==> src/include/rtccv_pkg.sv <==
// Constants, register map and shared helpers of the calendar value block.
// Assumes a 32-bit AXI4-Lite slave with each register in the low 16 bits of a word.
package rtccv_pkg;
	localparam logic [7:0] RTCCV_OFF_YEAR = 8'h00;
	localparam logic [7:0] RTCCV_OFF_MD = 8'h04;
	localparam logic [7:0] RTCCV_OFF_WH = 8'h08;
	localparam logic [7:0] RTCCV_OFF_MS = 8'h0C;
	localparam logic [7:0] RTCCV_OFF_AMD = 8'h10;
	localparam logic [7:0] RTCCV_OFF_AWH = 8'h14;
	localparam logic [7:0] RTCCV_OFF_AMS = 8'h18;
	localparam logic [7:0] RTCCV_OFF_CFG = 8'h1C;
	localparam logic [7:0] RTCCV_OFF_WIN_HI = 8'h20;
	localparam logic [7:0] RTCCV_OFF_WIN_LO = 8'h24;

	localparam logic [15:0] RTCCV_MASK_MD = 16'h1F3F;
	localparam logic [15:0] RTCCV_MASK_WH = 16'h073F;
	localparam logic [15:0] RTCCV_MASK_MS = 16'h7F7F;

	localparam int RTCCV_ENABLE_BIT = 15;
	localparam int RTCCV_UNLOCK_BIT = 13;
	localparam int RTCCV_SYNC_BIT = 12;
	localparam int RTCCV_HALF_BIT = 11;
	localparam int RTCCV_PTR_LSB = 8;
	localparam logic [1:0] RTCCV_PTR_RESET = 2'h0;
	localparam logic [7:0] RTCCV_CAL_RESET = 8'h00;

	localparam int RTCCV_XTAL_HZ = 32768;
	localparam logic signed [16:0] RTCCV_SEC_LAST = 17'(RTCCV_XTAL_HZ - 1);
	localparam logic signed [16:0] RTCCV_HALF_LAST = 17'(RTCCV_XTAL_HZ / 2 - 1);
	localparam logic signed [16:0] RTCCV_SYNC_FROM = 17'(RTCCV_XTAL_HZ - 32);

	localparam logic [7:0] RTCCV_SEC_TOP = 8'h59;
	localparam logic [7:0] RTCCV_HOUR_TOP = 8'h23;
	localparam logic [7:0] RTCCV_MONTH_TOP = 8'h12;
	localparam logic [7:0] RTCCV_YEAR_TOP = 8'h99;
	localparam logic [7:0] RTCCV_ZERO = 8'h00;
	localparam logic [7:0] RTCCV_ONE = 8'h01;
	localparam logic [2:0] RTCCV_WDAY_TOP = 3'h6;

	localparam logic [1:0] RTCCV_RESP_OKAY = 2'h0;
	localparam logic [1:0] RTCCV_RESP_SLVERR = 2'h2;

	typedef enum logic [3:0]
	{
		RTCCV_R_YEAR = 4'h0,
		RTCCV_R_MD = 4'h1,
		RTCCV_R_WH = 4'h2,
		RTCCV_R_MS = 4'h3,
		RTCCV_R_AMD = 4'h4,
		RTCCV_R_AWH = 4'h5,
		RTCCV_R_AMS = 4'h6,
		RTCCV_R_CFG = 4'h7,
		RTCCV_R_WIN_HI = 4'h8,
		RTCCV_R_WIN_LO = 4'h9,
		RTCCV_R_NONE = 4'hF
	} rtccv_reg_t;

	function automatic rtccv_reg_t rtccv_decode(input logic [7:0] addr);
		rtccv_reg_t r;
		r = RTCCV_R_NONE;
		if (addr[1:0] == 2'h0)
		begin
			case (addr)
				RTCCV_OFF_YEAR: r = RTCCV_R_YEAR;
				RTCCV_OFF_MD: r = RTCCV_R_MD;
				RTCCV_OFF_WH: r = RTCCV_R_WH;
				RTCCV_OFF_MS: r = RTCCV_R_MS;
				RTCCV_OFF_AMD: r = RTCCV_R_AMD;
				RTCCV_OFF_AWH: r = RTCCV_R_AWH;
				RTCCV_OFF_AMS: r = RTCCV_R_AMS;
				RTCCV_OFF_CFG: r = RTCCV_R_CFG;
				RTCCV_OFF_WIN_HI: r = RTCCV_R_WIN_HI;
				RTCCV_OFF_WIN_LO: r = RTCCV_R_WIN_LO;
				default: r = RTCCV_R_NONE;
			endcase
		end
		return r;
	endfunction : rtccv_decode

	// Byte-lane merge of a bus write into a 16-bit register
	function automatic logic [15:0] rtccv_merge(input logic [15:0] old,
		input logic [31:0] data, input logic [3:0] strb);
		logic [15:0] m;
		m[7:0] = strb[0] ? data[7:0] : old[7:0];
		m[15:8] = strb[1] ? data[15:8] : old[15:8];
		return m;
	endfunction : rtccv_merge
endpackage : rtccv_pkg

==> src/hw/rtccv_pin_sync.sv <==
// Two-stage synchroniser for the crystal pin with a rising-edge pulse.
// Assumes the crystal is far slower than aclk so no edge is missed.
module rtccv_pin_sync
(
	input wire logic aclk,
	input wire logic aresetn,
	input wire logic pin,
	output logic rise
);
	logic meta_reg;
	logic sync_reg;
	logic last_reg;

	always_ff @(posedge aclk)
	begin
		if (!aresetn)
		begin
			meta_reg <= 1'b0;
			sync_reg <= 1'b0;
			last_reg <= 1'b0;
		end
		else
		begin
			meta_reg <= pin;
			sync_reg <= meta_reg;
			last_reg <= sync_reg;
		end
	end

	assign rise = sync_reg & ~last_reg;
endmodule : rtccv_pin_sync

==> src/hw/rtccv_bcd_pair.sv <==
// Two-digit BCD counter with load, wrap limit and restart value.
// Assumes the caller keeps load and tick mutually meaningful; load wins.
module rtccv_bcd_pair #(parameter int TW = 3)
(
	input wire logic aclk,
	input wire logic tick,
	input wire logic load,
	input wire logic [TW+3:0] load_value,
	input wire logic [7:0] top,
	input wire logic [7:0] bottom,
	output logic [TW+3:0] value,
	output logic wrap
);
	// Digits carry no reset: contents are undefined until software loads them
	logic [TW+3:0] value_reg;
	logic at_top;

	// At or past the limit, so a day set beyond a short month still wraps
	assign at_top = value_reg >= top[TW+3:0];
	assign wrap = tick & at_top;
	assign value = value_reg;

	always_ff @(posedge aclk)
	begin
		if (load)
			value_reg <= load_value;
		else if (tick)
		begin
			if (at_top)
				value_reg <= bottom[TW+3:0];
			else if (value_reg[3:0] == 4'h9)
				value_reg <= {TW'(value_reg[TW+3:4] + 1'b1), 4'h0};
			else
				value_reg[3:0] <= value_reg[3:0] + 4'h1;
		end
	end
endmodule : rtccv_bcd_pair

==> src/hw/rtccv_calendar_regs.sv <==
// Calendar value registers, alarm value registers and drift trim of the clock unit.
// Assumes an AXI4-Lite master on aclk and a 32.768 kHz crystal on xtal_clk_in.
// Contract
// [RQ1] Year is two BCD digits, upper byte zero
// [RQ2] Year writes need the unlock bit set
// [RQ3] Month tens bit 12, units bits 11-8
// [RQ4] Day tens bits 5-4, units bits 3-0
// [RQ5] Weekday is bits 10-8, values 0-6
// [RQ6] Hour tens bits 5-4, units bits 3-0
// [RQ7] Minutes in upper byte, tens 14-12
// [RQ8] Seconds in lower byte, tens 6-4
// [RQ9] Month/day, weekday/hour writes need unlock bit
// [RQ10] Alarm registers mirror time register digit layout
// [RQ11] Unimplemented bits read zero, ignore writes
// [RQ12] Digit bits are not reset
// [RQ13] Signed trim times four added once per minute
// [RQ14] Software measures crystal error, loads trim byte
// [RQ15] Unlock bit clear blocks windowed time writes
// [RQ16] Window pointer decrements on high access, stops 00
// [RQ17] Trim step four pulses, +508 to -512
// [RQ18] Minute/second low byte write clears half flag
// [RQ19] Digits cascade as a BCD calendar
module rtccv_calendar_regs
	import rtccv_pkg::*;
(
	input wire logic aclk,
	input wire logic aresetn,
	input wire logic [7:0] s_axi_awaddr,
	input wire logic s_axi_awvalid,
	output logic s_axi_awready,
	input wire logic [31:0] s_axi_wdata,
	input wire logic [3:0] s_axi_wstrb,
	input wire logic s_axi_wvalid,
	output logic s_axi_wready,
	output logic [1:0] s_axi_bresp,
	output logic s_axi_bvalid,
	input wire logic s_axi_bready,
	input wire logic [7:0] s_axi_araddr,
	input wire logic s_axi_arvalid,
	output logic s_axi_arready,
	output logic [31:0] s_axi_rdata,
	output logic [1:0] s_axi_rresp,
	output logic s_axi_rvalid,
	input wire logic s_axi_rready,
	input wire logic xtal_clk_in
);
	logic aw_held_reg, w_held_reg, bvalid_reg, rvalid_reg;
	logic [7:0] aw_addr_reg;
	logic [31:0] w_data_reg, rdata_reg;
	logic [3:0] w_strb_reg;
	logic [1:0] bresp_reg, rresp_reg;
	logic enable_reg, time_write_unlock, half_second_flag;
	logic [1:0] value_window_pointer;
	logic [7:0] cal_reg;
	logic signed [16:0] presc_reg, cal_step;
	logic [2:0] weekday_digit;
	logic [15:0] alarm_month_day, alarm_weekday_hour, alarm_minute_second;

	logic xtal_rise, do_write, read_take, time_wr, load_ms, load_wh, load_md, load_yr;
	rtccv_reg_t wr_sel, wr_reg, rd_sel;
	logic [15:0] wr_old, wr_word, window_word;
	logic [31:0] rd_word;
	logic count_tick, sec_tick, half_tick, rollover_near;
	logic [6:0] sec_val, min_val;
	logic [5:0] hour_val, day_val;
	logic [4:0] month_val;
	logic [7:0] year_val, day_top;
	logic sec_wrap, min_wrap, hour_wrap, day_wrap, month_wrap;
	logic [15:0] year_value, month_day_value, weekday_hour_value, minute_second_value;

	// Pointer codes to the value register behind both windows
	function automatic rtccv_reg_t ptr_target(input logic [1:0] ptr);
		rtccv_reg_t r;
		case (ptr)
			2'h0: r = RTCCV_R_MS;
			2'h1: r = RTCCV_R_WH;
			2'h2: r = RTCCV_R_MD;
			default: r = RTCCV_R_YEAR;
		endcase
		return r;
	endfunction : ptr_target

	// Leap test on a BCD year: divisible by four
	function automatic logic [7:0] month_length(input logic [4:0] m, input logic [7:0] y);
		logic leap;
		leap = y[4] ? (y[3:0] == 4'h2 || y[3:0] == 4'h6)
			: (y[3:0] == 4'h0 || y[3:0] == 4'h4 || y[3:0] == 4'h8);
		case (m)
			5'h02: month_length = leap ? 8'h29 : 8'h28;
			5'h04, 5'h06, 5'h09, 5'h11: month_length = 8'h30;
			default: month_length = 8'h31;
		endcase
	endfunction : month_length

	rtccv_pin_sync u_xtal_sync
	(
		.aclk(aclk), .aresetn(aresetn), .pin(xtal_clk_in), .rise(xtal_rise)
	);

	// Bus write side: address and data captured in either order
	assign s_axi_awready = ~aw_held_reg & ~bvalid_reg;
	assign s_axi_wready = ~w_held_reg & ~bvalid_reg;
	assign do_write = aw_held_reg & w_held_reg;
	assign s_axi_bvalid = bvalid_reg;
	assign s_axi_bresp = bresp_reg;

	always_ff @(posedge aclk)
	begin
		if (!aresetn)
		begin
			aw_held_reg <= 1'b0;
			aw_addr_reg <= 8'h00;
		end
		else if (s_axi_awvalid && s_axi_awready)
		begin
			aw_held_reg <= 1'b1;
			aw_addr_reg <= s_axi_awaddr;
		end
		else if (do_write)
			aw_held_reg <= 1'b0;
	end

	always_ff @(posedge aclk)
	begin
		if (!aresetn)
		begin
			w_held_reg <= 1'b0;
			w_data_reg <= 32'h00000000;
			w_strb_reg <= 4'h0;
		end
		else if (s_axi_wvalid && s_axi_wready)
		begin
			w_held_reg <= 1'b1;
			w_data_reg <= s_axi_wdata;
			w_strb_reg <= s_axi_wstrb;
		end
		else if (do_write)
			w_held_reg <= 1'b0;
	end

	always_ff @(posedge aclk)
	begin
		if (!aresetn)
		begin
			bvalid_reg <= 1'b0;
			bresp_reg <= RTCCV_RESP_OKAY;
		end
		else if (do_write)
		begin
			bvalid_reg <= 1'b1;
			bresp_reg <= (wr_sel == RTCCV_R_NONE) ? RTCCV_RESP_SLVERR : RTCCV_RESP_OKAY;
		end
		else if (s_axi_bready)
			bvalid_reg <= 1'b0;
	end

	// Write steering: windows land on the register the pointer names
	assign wr_sel = rtccv_decode(aw_addr_reg);
	assign wr_reg = (wr_sel == RTCCV_R_WIN_HI || wr_sel == RTCCV_R_WIN_LO)
		? ptr_target(value_window_pointer) : wr_sel;

	always_comb
	begin
		case (wr_reg)
			RTCCV_R_YEAR: wr_old = year_value;
			RTCCV_R_MD: wr_old = month_day_value;
			RTCCV_R_WH: wr_old = weekday_hour_value;
			RTCCV_R_MS: wr_old = minute_second_value;
			RTCCV_R_AMD: wr_old = alarm_month_day;
			RTCCV_R_AWH: wr_old = alarm_weekday_hour;
			default: wr_old = alarm_minute_second;
		endcase
	end

	assign wr_word = rtccv_merge(wr_old, w_data_reg, w_strb_reg);
	// Every time value register, direct or windowed, is locked without unlock
	assign time_wr = do_write & time_write_unlock; // [RQ2] [RQ9] [RQ15]

	// Configuration and trim register
	always_ff @(posedge aclk)
	begin
		if (!aresetn)
		begin
			enable_reg <= 1'b0;
			time_write_unlock <= 1'b0;
			cal_reg <= RTCCV_CAL_RESET;
		end
		else if (do_write && wr_sel == RTCCV_R_CFG)
		begin
			if (w_strb_reg[1])
			begin
				time_write_unlock <= w_data_reg[RTCCV_UNLOCK_BIT];
				if (time_write_unlock)
					enable_reg <= w_data_reg[RTCCV_ENABLE_BIT];
			end
			if (w_strb_reg[0])
				cal_reg <= w_data_reg[7:0]; // [RQ14]
		end
	end

	// Pointer: config write wins over a same-cycle window access
	always_ff @(posedge aclk)
	begin
		if (!aresetn)
			value_window_pointer <= RTCCV_PTR_RESET;
		else if (do_write && wr_sel == RTCCV_R_CFG && w_strb_reg[1])
			value_window_pointer <= w_data_reg[RTCCV_PTR_LSB+1:RTCCV_PTR_LSB];
		else if (((do_write && wr_sel == RTCCV_R_WIN_HI)
			|| (read_take && rd_sel == RTCCV_R_WIN_HI))
			&& value_window_pointer != 2'h0)
			value_window_pointer <= value_window_pointer - 2'h1; // [RQ16]
	end

	// Time base: prescaler of crystal edges with once-a-minute trim
	assign count_tick = enable_reg & xtal_rise;
	assign sec_tick = count_tick & (presc_reg == RTCCV_SEC_LAST);
	assign half_tick = count_tick & (presc_reg == RTCCV_HALF_LAST);
	assign rollover_near = presc_reg >= RTCCV_SYNC_FROM;
	// Positive trim shortens the minute, negative lengthens it
	assign cal_step = {{7{cal_reg[7]}}, cal_reg, 2'b00}; // [RQ13] [RQ17]

	always_ff @(posedge aclk)
	begin
		if (!aresetn)
			presc_reg <= 17'sh00000;
		else if (sec_tick)
			presc_reg <= sec_wrap ? cal_step : 17'sh00000; // [RQ13]
		else if (count_tick)
			presc_reg <= presc_reg + 17'sh00001;
	end

	// Set wins over the write clear
	always_ff @(posedge aclk)
	begin
		if (!aresetn)
			half_second_flag <= 1'b0;
		else if (half_tick)
			half_second_flag <= 1'b1;
		else if (sec_tick)
			half_second_flag <= 1'b0;
		else if (time_wr && wr_reg == RTCCV_R_MS && w_strb_reg[0])
			half_second_flag <= 1'b0; // [RQ18]
	end

	// Calendar cascade
	assign day_top = month_length(month_val, year_val);
	assign load_ms = time_wr && wr_reg == RTCCV_R_MS;
	assign load_wh = time_wr && wr_reg == RTCCV_R_WH;
	assign load_md = time_wr && wr_reg == RTCCV_R_MD;
	assign load_yr = time_wr && wr_reg == RTCCV_R_YEAR;

	rtccv_bcd_pair #(.TW(3)) u_sec
	(
		.aclk(aclk), .tick(sec_tick), .load(load_ms), .load_value(wr_word[6:0]), // [RQ8]
		.top(RTCCV_SEC_TOP), .bottom(RTCCV_ZERO), .value(sec_val), .wrap(sec_wrap)
	);
	rtccv_bcd_pair #(.TW(3)) u_min
	(
		.aclk(aclk), .tick(sec_wrap), .load(load_ms), .load_value(wr_word[14:8]), // [RQ7]
		.top(RTCCV_SEC_TOP), .bottom(RTCCV_ZERO), .value(min_val), .wrap(min_wrap) // [RQ19]
	);
	rtccv_bcd_pair #(.TW(2)) u_hour
	(
		.aclk(aclk), .tick(min_wrap), .load(load_wh), .load_value(wr_word[5:0]), // [RQ6]
		.top(RTCCV_HOUR_TOP), .bottom(RTCCV_ZERO), .value(hour_val), .wrap(hour_wrap)
	);
	rtccv_bcd_pair #(.TW(2)) u_day
	(
		.aclk(aclk), .tick(hour_wrap), .load(load_md), .load_value(wr_word[5:0]), // [RQ4]
		.top(day_top), .bottom(RTCCV_ONE), .value(day_val), .wrap(day_wrap)
	);
	rtccv_bcd_pair #(.TW(1)) u_month
	(
		.aclk(aclk), .tick(day_wrap), .load(load_md), .load_value(wr_word[12:8]), // [RQ3]
		.top(RTCCV_MONTH_TOP), .bottom(RTCCV_ONE), .value(month_val), .wrap(month_wrap)
	);
	rtccv_bcd_pair #(.TW(4)) u_year
	(
		.aclk(aclk), .tick(month_wrap), .load(load_yr), .load_value(wr_word[7:0]), // [RQ1]
		.top(RTCCV_YEAR_TOP), .bottom(RTCCV_ZERO), .value(year_val), .wrap()
	);

	// Weekday has no reset either; it follows the day carry
	always_ff @(posedge aclk)
	begin
		if (time_wr && wr_reg == RTCCV_R_WH)
			weekday_digit <= wr_word[10:8]; // [RQ5] [RQ12]
		else if (hour_wrap)
			weekday_digit <= (weekday_digit >= RTCCV_WDAY_TOP) ? 3'h0
				: weekday_digit + 3'h1; // [RQ19]
	end

	// Alarm values keep the time layout; only the masked bits are stored
	always_ff @(posedge aclk)
	begin
		if (time_wr && wr_reg == RTCCV_R_AMD)
			alarm_month_day <= wr_word & RTCCV_MASK_MD; // [RQ10] [RQ12]
		if (time_wr && wr_reg == RTCCV_R_AWH)
			alarm_weekday_hour <= wr_word & RTCCV_MASK_WH; // [RQ10]
		if (do_write && wr_reg == RTCCV_R_AMS)
			alarm_minute_second <= wr_word & RTCCV_MASK_MS; // [RQ10] [RQ11]
	end

	// Read words with unimplemented bits forced to zero
	assign year_value = {8'h00, year_val}; // [RQ1] [RQ11]
	assign month_day_value = {3'h0, month_val, 2'h0, day_val}; // [RQ11]
	assign weekday_hour_value = {5'h00, weekday_digit, 2'h0, hour_val}; // [RQ11]
	assign minute_second_value = {1'b0, min_val, 1'b0, sec_val}; // [RQ11]

	always_comb
	begin
		case (value_window_pointer)
			2'h0: window_word = minute_second_value;
			2'h1: window_word = weekday_hour_value;
			2'h2: window_word = month_day_value;
			default: window_word = year_value;
		endcase
	end

	assign rd_sel = rtccv_decode(s_axi_araddr);

	always_comb
	begin
		rd_word = 32'h00000000;
		case (rd_sel)
			RTCCV_R_YEAR: rd_word[15:0] = year_value;
			RTCCV_R_MD: rd_word[15:0] = month_day_value;
			RTCCV_R_WH: rd_word[15:0] = weekday_hour_value;
			RTCCV_R_MS: rd_word[15:0] = minute_second_value;
			RTCCV_R_AMD: rd_word[15:0] = alarm_month_day;
			RTCCV_R_AWH: rd_word[15:0] = alarm_weekday_hour;
			RTCCV_R_AMS: rd_word[15:0] = alarm_minute_second;
			RTCCV_R_CFG:
			begin
				rd_word[RTCCV_ENABLE_BIT] = enable_reg;
				rd_word[RTCCV_UNLOCK_BIT] = time_write_unlock;
				rd_word[RTCCV_SYNC_BIT] = rollover_near;
				rd_word[RTCCV_HALF_BIT] = half_second_flag;
				rd_word[RTCCV_PTR_LSB+1:RTCCV_PTR_LSB] = value_window_pointer;
				rd_word[7:0] = cal_reg;
			end
			RTCCV_R_WIN_HI, RTCCV_R_WIN_LO: rd_word[15:0] = window_word;
			default: rd_word = 32'h00000000;
		endcase
	end

	// Bus read side: one read in flight, data registered at acceptance
	assign s_axi_arready = ~rvalid_reg;
	assign read_take = s_axi_arvalid & ~rvalid_reg;
	assign s_axi_rvalid = rvalid_reg;
	assign s_axi_rdata = rdata_reg;
	assign s_axi_rresp = rresp_reg;

	always_ff @(posedge aclk)
	begin
		if (!aresetn)
		begin
			rvalid_reg <= 1'b0;
			rdata_reg <= 32'h00000000;
			rresp_reg <= RTCCV_RESP_OKAY;
		end
		else if (read_take)
		begin
			rvalid_reg <= 1'b1;
			rdata_reg <= rd_word;
			rresp_reg <= (rd_sel == RTCCV_R_NONE) ? RTCCV_RESP_SLVERR : RTCCV_RESP_OKAY;
		end
		else if (s_axi_rready)
			rvalid_reg <= 1'b0;
	end
endmodule : rtccv_calendar_regs

==> config.mk <==
export PLATFORM = sky130hd
export DESIGN_NAME = rtccv_calendar_regs
export DESIGN_NICKNAME = d
export VERILOG_FILES = /design/src/include/rtccv_pkg.sv /design/src/hw/rtccv_pin_sync.sv /design/src/hw/rtccv_bcd_pair.sv /design/src/hw/rtccv_calendar_regs.sv
export SDC_FILE = /design/constraint.sdc
export NUM_CORES = 1
export LEC_CHECK = 0
export BUFFER_PORTS_ARGS = -buffer_cell sky130_fd_sc_hd__buf_2
export CORE_MARGIN = 5
export CORE_UTILIZATION = 56
export CTS_BUF_LIST = sky130_fd_sc_hd__clkbuf_8
export DETAILED_ROUTE_END_ITERATION = 8
export GPL_ROUTABILITY_DRIVEN = 0
export PLACE_DENSITY = 0.83
export RECOVER_POWER = 50
export REMOVE_ABC_BUFFERS = 1
export SLEW_MARGIN = 10
export SYNTH_ARGS = -nofsm -noshare
export SYNTH_HDL_FRONTEND = slang
export SYNTH_SLANG_ARGS = --single-unit
==> constraint.sdc <==
create_clock -name aclk -period 4 [get_ports aclk]
set_input_delay 0.4 -clock aclk [delete_from_list [all_inputs] [get_ports aclk]]
set_output_delay 0.4 -clock aclk [all_outputs]
set_load 0.005 [all_outputs]
==> results of run 1 <==
[critical path: stages, from the launching register on]
cell     delay [ns]
dfxtp_1        0.44
inv_1          0.09
ha_1           0.45
o41ai_1        0.59
nand3_1        0.68
a221o_1        0.55
a22oi_1        0.40
o21ai_0        0.15
[per-layer routing]
layer / global-route usage (%) / vias up / routed length (um)
met5: 0 / - / 0
met3: 8.21 / 115 / 3360
met2: 38.8 / 610 / 11400
met1: 37.6 / 4049 / 10900
met4: 14.5 / 0 / 1560
li1: - / 3990 / -
[cell families (layout without fill, tap and decap cells)]
kind of cell,count (synthesis),after routing,synth area share (%)
simple gates,396,396,20.3
compound gates,304,304,22.6
flops,157,157,41.2
buf+inv,125,158,5.80
mux,43,43,4.97
fa+ha+maj,28,28,3.67
xor+xnor,16,16,1.48
other cells,1,18,0.0395
[final cells by class]
cell class / count / area, sq um / share of cell area [%]
well taps: 220 / 275 / 2.69
flip-flops and latches: 157 / 3900 / 38.1
repair buffers: 86 / 458 / 4.47
multi-input cells: 805 / 5080 / 49.6
clock buffers: 17 / 234 / 2.28
clock inverters: 15 / 140 / 1.37
inverters: 40 / 150 / 1.47
[worst min path at each step]
| stage | cells past startpoint | to | startpoint | slack (ns) |
|---|---|---|---|---|
| after detailed placement | 1 | u_xtal_sync.sync_reg | u_xtal_sync.meta_reg | 0.43 |
| after CTS | 2 | u_xtal_sync.meta_reg | xtal_clk_in | 0.11 |
| after global routing | 2 | u_xtal_sync.meta_reg | xtal_clk_in | 0.12 |
| after floorplan | 1 | u_xtal_sync.sync_reg | u_xtal_sync.meta_reg | 0.41 |
| final | 2 | u_xtal_sync.meta_reg | xtal_clk_in | 0.13 |
| after global placement | 1 | u_xtal_sync.sync_reg | u_xtal_sync.meta_reg | 0.42 |
[per-stage QoR]
step                setup WS, ns  utilization, %
global route               0.284            61.8
global placement           0.763            59.8
floorplan                  0.957               -
finish                     0.374            61.8
CTS                        0.716            62.0
detailed placement         0.738            59.8
[power by group]
group	leakage, nW	internal (mW)	switching (mW)
clock	0.194	0.502	0.647
sequential	1.35	1.72	0.0360
combinational	2.34	0.167	0.326
total	3.88	2.39	1.01
[synth_stat cells, types with 19 or more instances]
| cell | instances | area (sq um) |
|---|---|---|
| inv_1 | 40 | 150 |
| mux2i_1 | 28 | 280 |
| o21ai_0 | 66 | 330 |
| ha_1 | 27 | 338 |
| nand3_1 | 50 | 250 |
| a21oi_1 | 35 | 175 |
| a21boi_0 | 44 | 330 |
| dfxtp_1 | 81 | 1620 |
| buf_4 | 19 | 143 |
| nor3_1 | 22 | 110 |
| edfxtp_1 | 76 | 2280 |
| clkbuf_1 | 54 | 203 |
| nand2_1 | 155 | 582 |
| nor2_1 | 63 | 236 |
==> summary.txt, run 1 <==
Via density: 6.54
Final period utilization: 90.7%
Most frequent cells in the layout: nand2_1 (155), dfxtp_1 (81), edfxtp_1 (76)
Tot Pwr: 3.40 mW
Setup TNS: 0 ns
Drt total wl: 27,300 um
Hold_buf cts: 0
PwrDens: 332 mW/mm^2
CORE AREA: 0.0166 sq mm
Dpl hpwl: 20,100 um
Setup bufs post-CTS: 0
Post-DP Area: 0.00991 sq mm
CP Launch Type: register
Vias in the first global route: 7,983
Post-route cell area: 0.0102 sq mm
Max Slew Vio Count: 28
Die Wd: 140 um
Reg2reg start: value_window_pointer[0]
Diode count: 0
EDFF count, synth: 76
CP Class: reg -> reg
Area growth syn-to-layout: 7.98%
CTS Sinks: 157
Worst setup path end: u_month.value[2]
Post-synthesis sequential area ratio: 41.2%
Initial Utilization: 57.2%
CTS Buf Count: 17
Ys async rst share: 0%
FF-to-FF End: u_month.value[2]
RSZ-0062 raised after global routing: no
CTS tree: built
Chip height: 140 um
GRT Util Overall: 27.4%
Pin count of the biggest net entering global routing: 43
Clock slew at reported path FFs: 0.09 ns
Root Buffer: clkbuf_8
Final setup fails: 0
Reg2reg setup slack: 0.37 ns
Fin Hold WS: 0.130 ns
Final hold vios: 0
Fmax: 0.276 GHz
Slew headroom: -13.3%
Fill count: 1,436
Layout Cells excl Fill: 1,340
Cell Area, Synth: 0.00948 sq mm
Worst skew pair latency: 0.48 ns
Max_cap viols: 1
Initial antenna violation count: 0
Worst path required time: 4.21 ns
LEAKAGE: 3.88 nW
Failing checks: capacitance limit, slew limit
Post-layout min period: 3.63 ns
Routed Antenna Nets: 0
Worst-path maximum fanout: 15
DR vias: 8,764
CP startpoint: value_window_pointer[0]
WP data arrival: 3.84 ns
Grt ovf: 0
I/O Buffers: 64
Std-Cell Rows: 47
CTS H-Tree Depth: 4
Number of cells after detailed placement: 1,308
Die outline area: 0.0196 sq mm
CP Capture Type: register
Yosys cell types: 76
Ys Warns: 0
Avg Inst Size Synth: 8.86 sq um
Commonest non-fill, non-tap cell in the layout: nand2_1
I/O Pins: 101
Share of cells above drive strength 1: 11.3%
Worst-margin pin slew: 1.70 ns
Wirelength per Cell: 20.4 um
Final net count: 1,194
Ys flop type: dfxtp_1
Post-CTS Resized: 0
First-iteration detailed-routing DRC count: 1,115
Setup Skew: 0.0161 ns
Status: finished, violations left
Max reg flops: 17
Maximum buffer depth of the clock tree: 2
First-pass GRT wire length: 42,800 um
Synthesized flop and latch total: 157
Peak supply drop: 0.223 mV
DRC: 0
Type of the tightest min-delay check: in -> reg
Drt first pass iters: 8
Worst reg-to-reg path cell count: 7
Gate Count Post-Synth: 1,070
(Power assumes the default switching activity.)
==> run 2, diff against run 1 <==
--- a/config.mk
+++ b/config.mk
@@ -7,14 +7,14 @@
 export LEC_CHECK = 0
 export BUFFER_PORTS_ARGS = -buffer_cell sky130_fd_sc_hd__buf_2
 export CORE_MARGIN = 5
-export CORE_UTILIZATION = 56
+export CORE_UTILIZATION = 30
 export CTS_BUF_LIST = sky130_fd_sc_hd__clkbuf_8
 export DETAILED_ROUTE_END_ITERATION = 8
 export GPL_ROUTABILITY_DRIVEN = 0
-export PLACE_DENSITY = 0.83
+export PLACE_DENSITY = 0.52
 export RECOVER_POWER = 50
 export REMOVE_ABC_BUFFERS = 1
-export SLEW_MARGIN = 10
+export SLEW_MARGIN = 20
 export SYNTH_ARGS = -nofsm -noshare
 export SYNTH_HDL_FRONTEND = slang
 export SYNTH_SLANG_ARGS = --single-unit
==> summary.txt, run 2 (synthesized netlist as in run 1, its figures left out) <==
Status: finished, violations left
Failing checks: capacitance limit, slew limit
Worst-margin pin slew: 1.98 ns (+0.276 ns)
Clk network pwr share: 39.5% (+5.7 points)
Routed Antenna Nets: 0 (unchanged)
PwrDens: 354 mW/mm^2 (+6.6%)
Initial Utilization: 30.2% (-27 points)
Met1 usage: 26.5% (-11 points)
Multi-input logic area: 0.00507 sq mm (about the same)
Gate power share: 14.0% (-0.5 points)
Final hold vios: 0 (unchanged)
Wirelength per Cell: 21.3 um (+4.5%)
I/O Buffers: 64 (unchanged)
DRC: 0 (unchanged)
Switch Pwr: 1.10 mW (+9.5%)
Setup bufs post-CTS: 0 (unchanged)
CP Capture Type: register
Root Buffer: clkbuf_8
Std-Cell Rows: 65 (+38%)
First-pass GRT wire length: 49,900 um (+17%)
Sequential cell area: 0.00390 sq mm (unchanged)
M2 GR Usage: 27.0% (-12 points)
RSZ-0062 raised after global routing: no
Clock slew at reported path FFs: 0.09 ns (about the same)
Initial antenna violation count: 0 (unchanged)
Die outline area: 0.0353 sq mm (+80%)
GRT Util Overall: 18.3% (-9.1 points)
Switch share: 29.2% (-0.45 points)
LEAKAGE: 3.96 nW (+2.1%)
Met3 Use GR: 4.36% (-3.9 points)
Pin count of the biggest net entering global routing: 45 (+4.7%)
Final setup fails: 0 (unchanged)
CTS H-Tree Depth: 4 (unchanged)
Peak supply drop: 0.206 mV (-7.5%)
CTS Sinks: 157 (unchanged)
Final core utilization: 34.0% (-28 points)
Post-CTS Resized: 0 (unchanged)
Hold_buf cts: 0 (unchanged)
DR vias: 8,492 (-3.1%)
Maximum buffer depth of the clock tree: 2 (unchanged)
Most frequent cells in the layout: nand2_1 (155), dfxtp_1 (81), edfxtp_1 (76)
Max reg flops: 17 (unchanged)
Chip height: 188 um (+34%)
CTS Buf Count: 17 (unchanged)
CTS tree: built
Slew headroom: -31.7% (-18 points)
Post-DP Area: 0.0103 sq mm (+3.8%)
Commonest non-fill, non-tap cell in the layout: nand2_1
Vias in the first global route: 8,051 (+0.85%)
Worst path required time: 4.09 ns (-0.12 ns)
Fill count: 3,293 (+130%)
Via density: 5.52 (-16%)
Grt ovf: 0 (unchanged)
CP Launch Type: register
Diode count: 0 (unchanged)
Worst skew pair latency: 0.49 ns (about the same)
WP data arrival: 3.59 ns (-0.25 ns)
I/O Pins: 101 (unchanged)
Busiest layer in global routing: met2
Post-layout min period: 3.50 ns (-0.127 ns)
First-iteration detailed-routing DRC count: 930 (-17%)
Area growth syn-to-layout: 12.6%
Setup Skew: 0.0249 ns (+0.00882 ns)
Final period utilization: 87.5% (-3.2 points)
Setup TNS: 0 ns (unchanged)
Type of the tightest min-delay check: in -> reg
Fmax: 0.286 GHz (+3.6%)
CP Class: reg -> reg
Final net count: 1,211 (+1.4%)
Seq pwr share: 46.5% (-5.2 points)
Drt first pass iters: 7 (-1)
Drt total wl: 32,800 um (+20%)
Internal power: 2.68 mW (+12%)
CORE AREA: 0.0314 sq mm (+89%)
Share of cells above drive strength 1: 11.4% (+0.094 points)
Post-route cell area: 0.0107 sq mm (+4.3%)
Max Slew Vio Count: 79 (+180%)
Max_cap viols: 2 (+1)
Dpl hpwl: 24,200 um (+20%)
Die Wd: 188 um (+34%)
Worst-path maximum fanout: 14 (-1)
==> run 2: worst max-delay path: stages, from the launching register on <==
cell      delay [ns]
dfxtp_1         0.44
inv_1           0.09
ha_1            0.33
o41ai_1         0.56
nand3_1         0.45
nor3_1          0.28
clkbuf_1        0.95
==> run 2: through the flow <==
stage	total power [mW]	setup WS, ns	hold slack [ns]	cells
after floorplan	2.06	0.957	0.412	1002
after global placement	2.32	0.748	0.433	1506
after detailed placement	2.32	0.671	0.429	1507
after CTS	3.82	0.652	0.0996	1539
after global routing	3.92	0.402	0.133	1539
final	3.78	0.501	0.130	1539
==> run 2: power by group through the flow <==
stage | combinational [mW] | sequential [mW] | clock (mW)
global placement | 0.522 | 1.79 | 0
finish | 0.528 | 1.76 | 1.49
detailed placement | 0.529 | 1.80 | 0
floorplan | 0.276 | 1.78 | 0
global route | 0.570 | 1.76 | 1.59
CTS | 0.530 | 1.76 | 1.53
==> run 2: cell type report <==
type | instances | area share [%]
clock inverters | 15 | 2.31
repair buffers | 103 | 5.31
clock buffers | 17 | 2.19
flip-flops and latches | 157 | 36.6
well taps | 402 | 4.71
multi-input cells | 805 | 47.5
inverters | 40 | 1.41
==> run 2: final timing paths <==
kind	endpoint	slack (ns)	startpoint	cells after the start
setup / recovery	alarm_minute_second[1]	0.50	value_window_pointer[0]	6
hold / removal	u_xtal_sync.meta_reg	0.13	xtal_clk_in	2
setup reg to reg	alarm_minute_second[1]	0.50	value_window_pointer[0]	6
hold reg to reg	u_xtal_sync.sync_reg	0.47	u_xtal_sync.meta_reg	1
==> run 2: layer usage <==
metal,vias to the layer above,part of all wire [%]
met5,-,0
met4,0,2.3
met3,49,7.5
met2,357,42
met1,4061,48
li1,4025,-
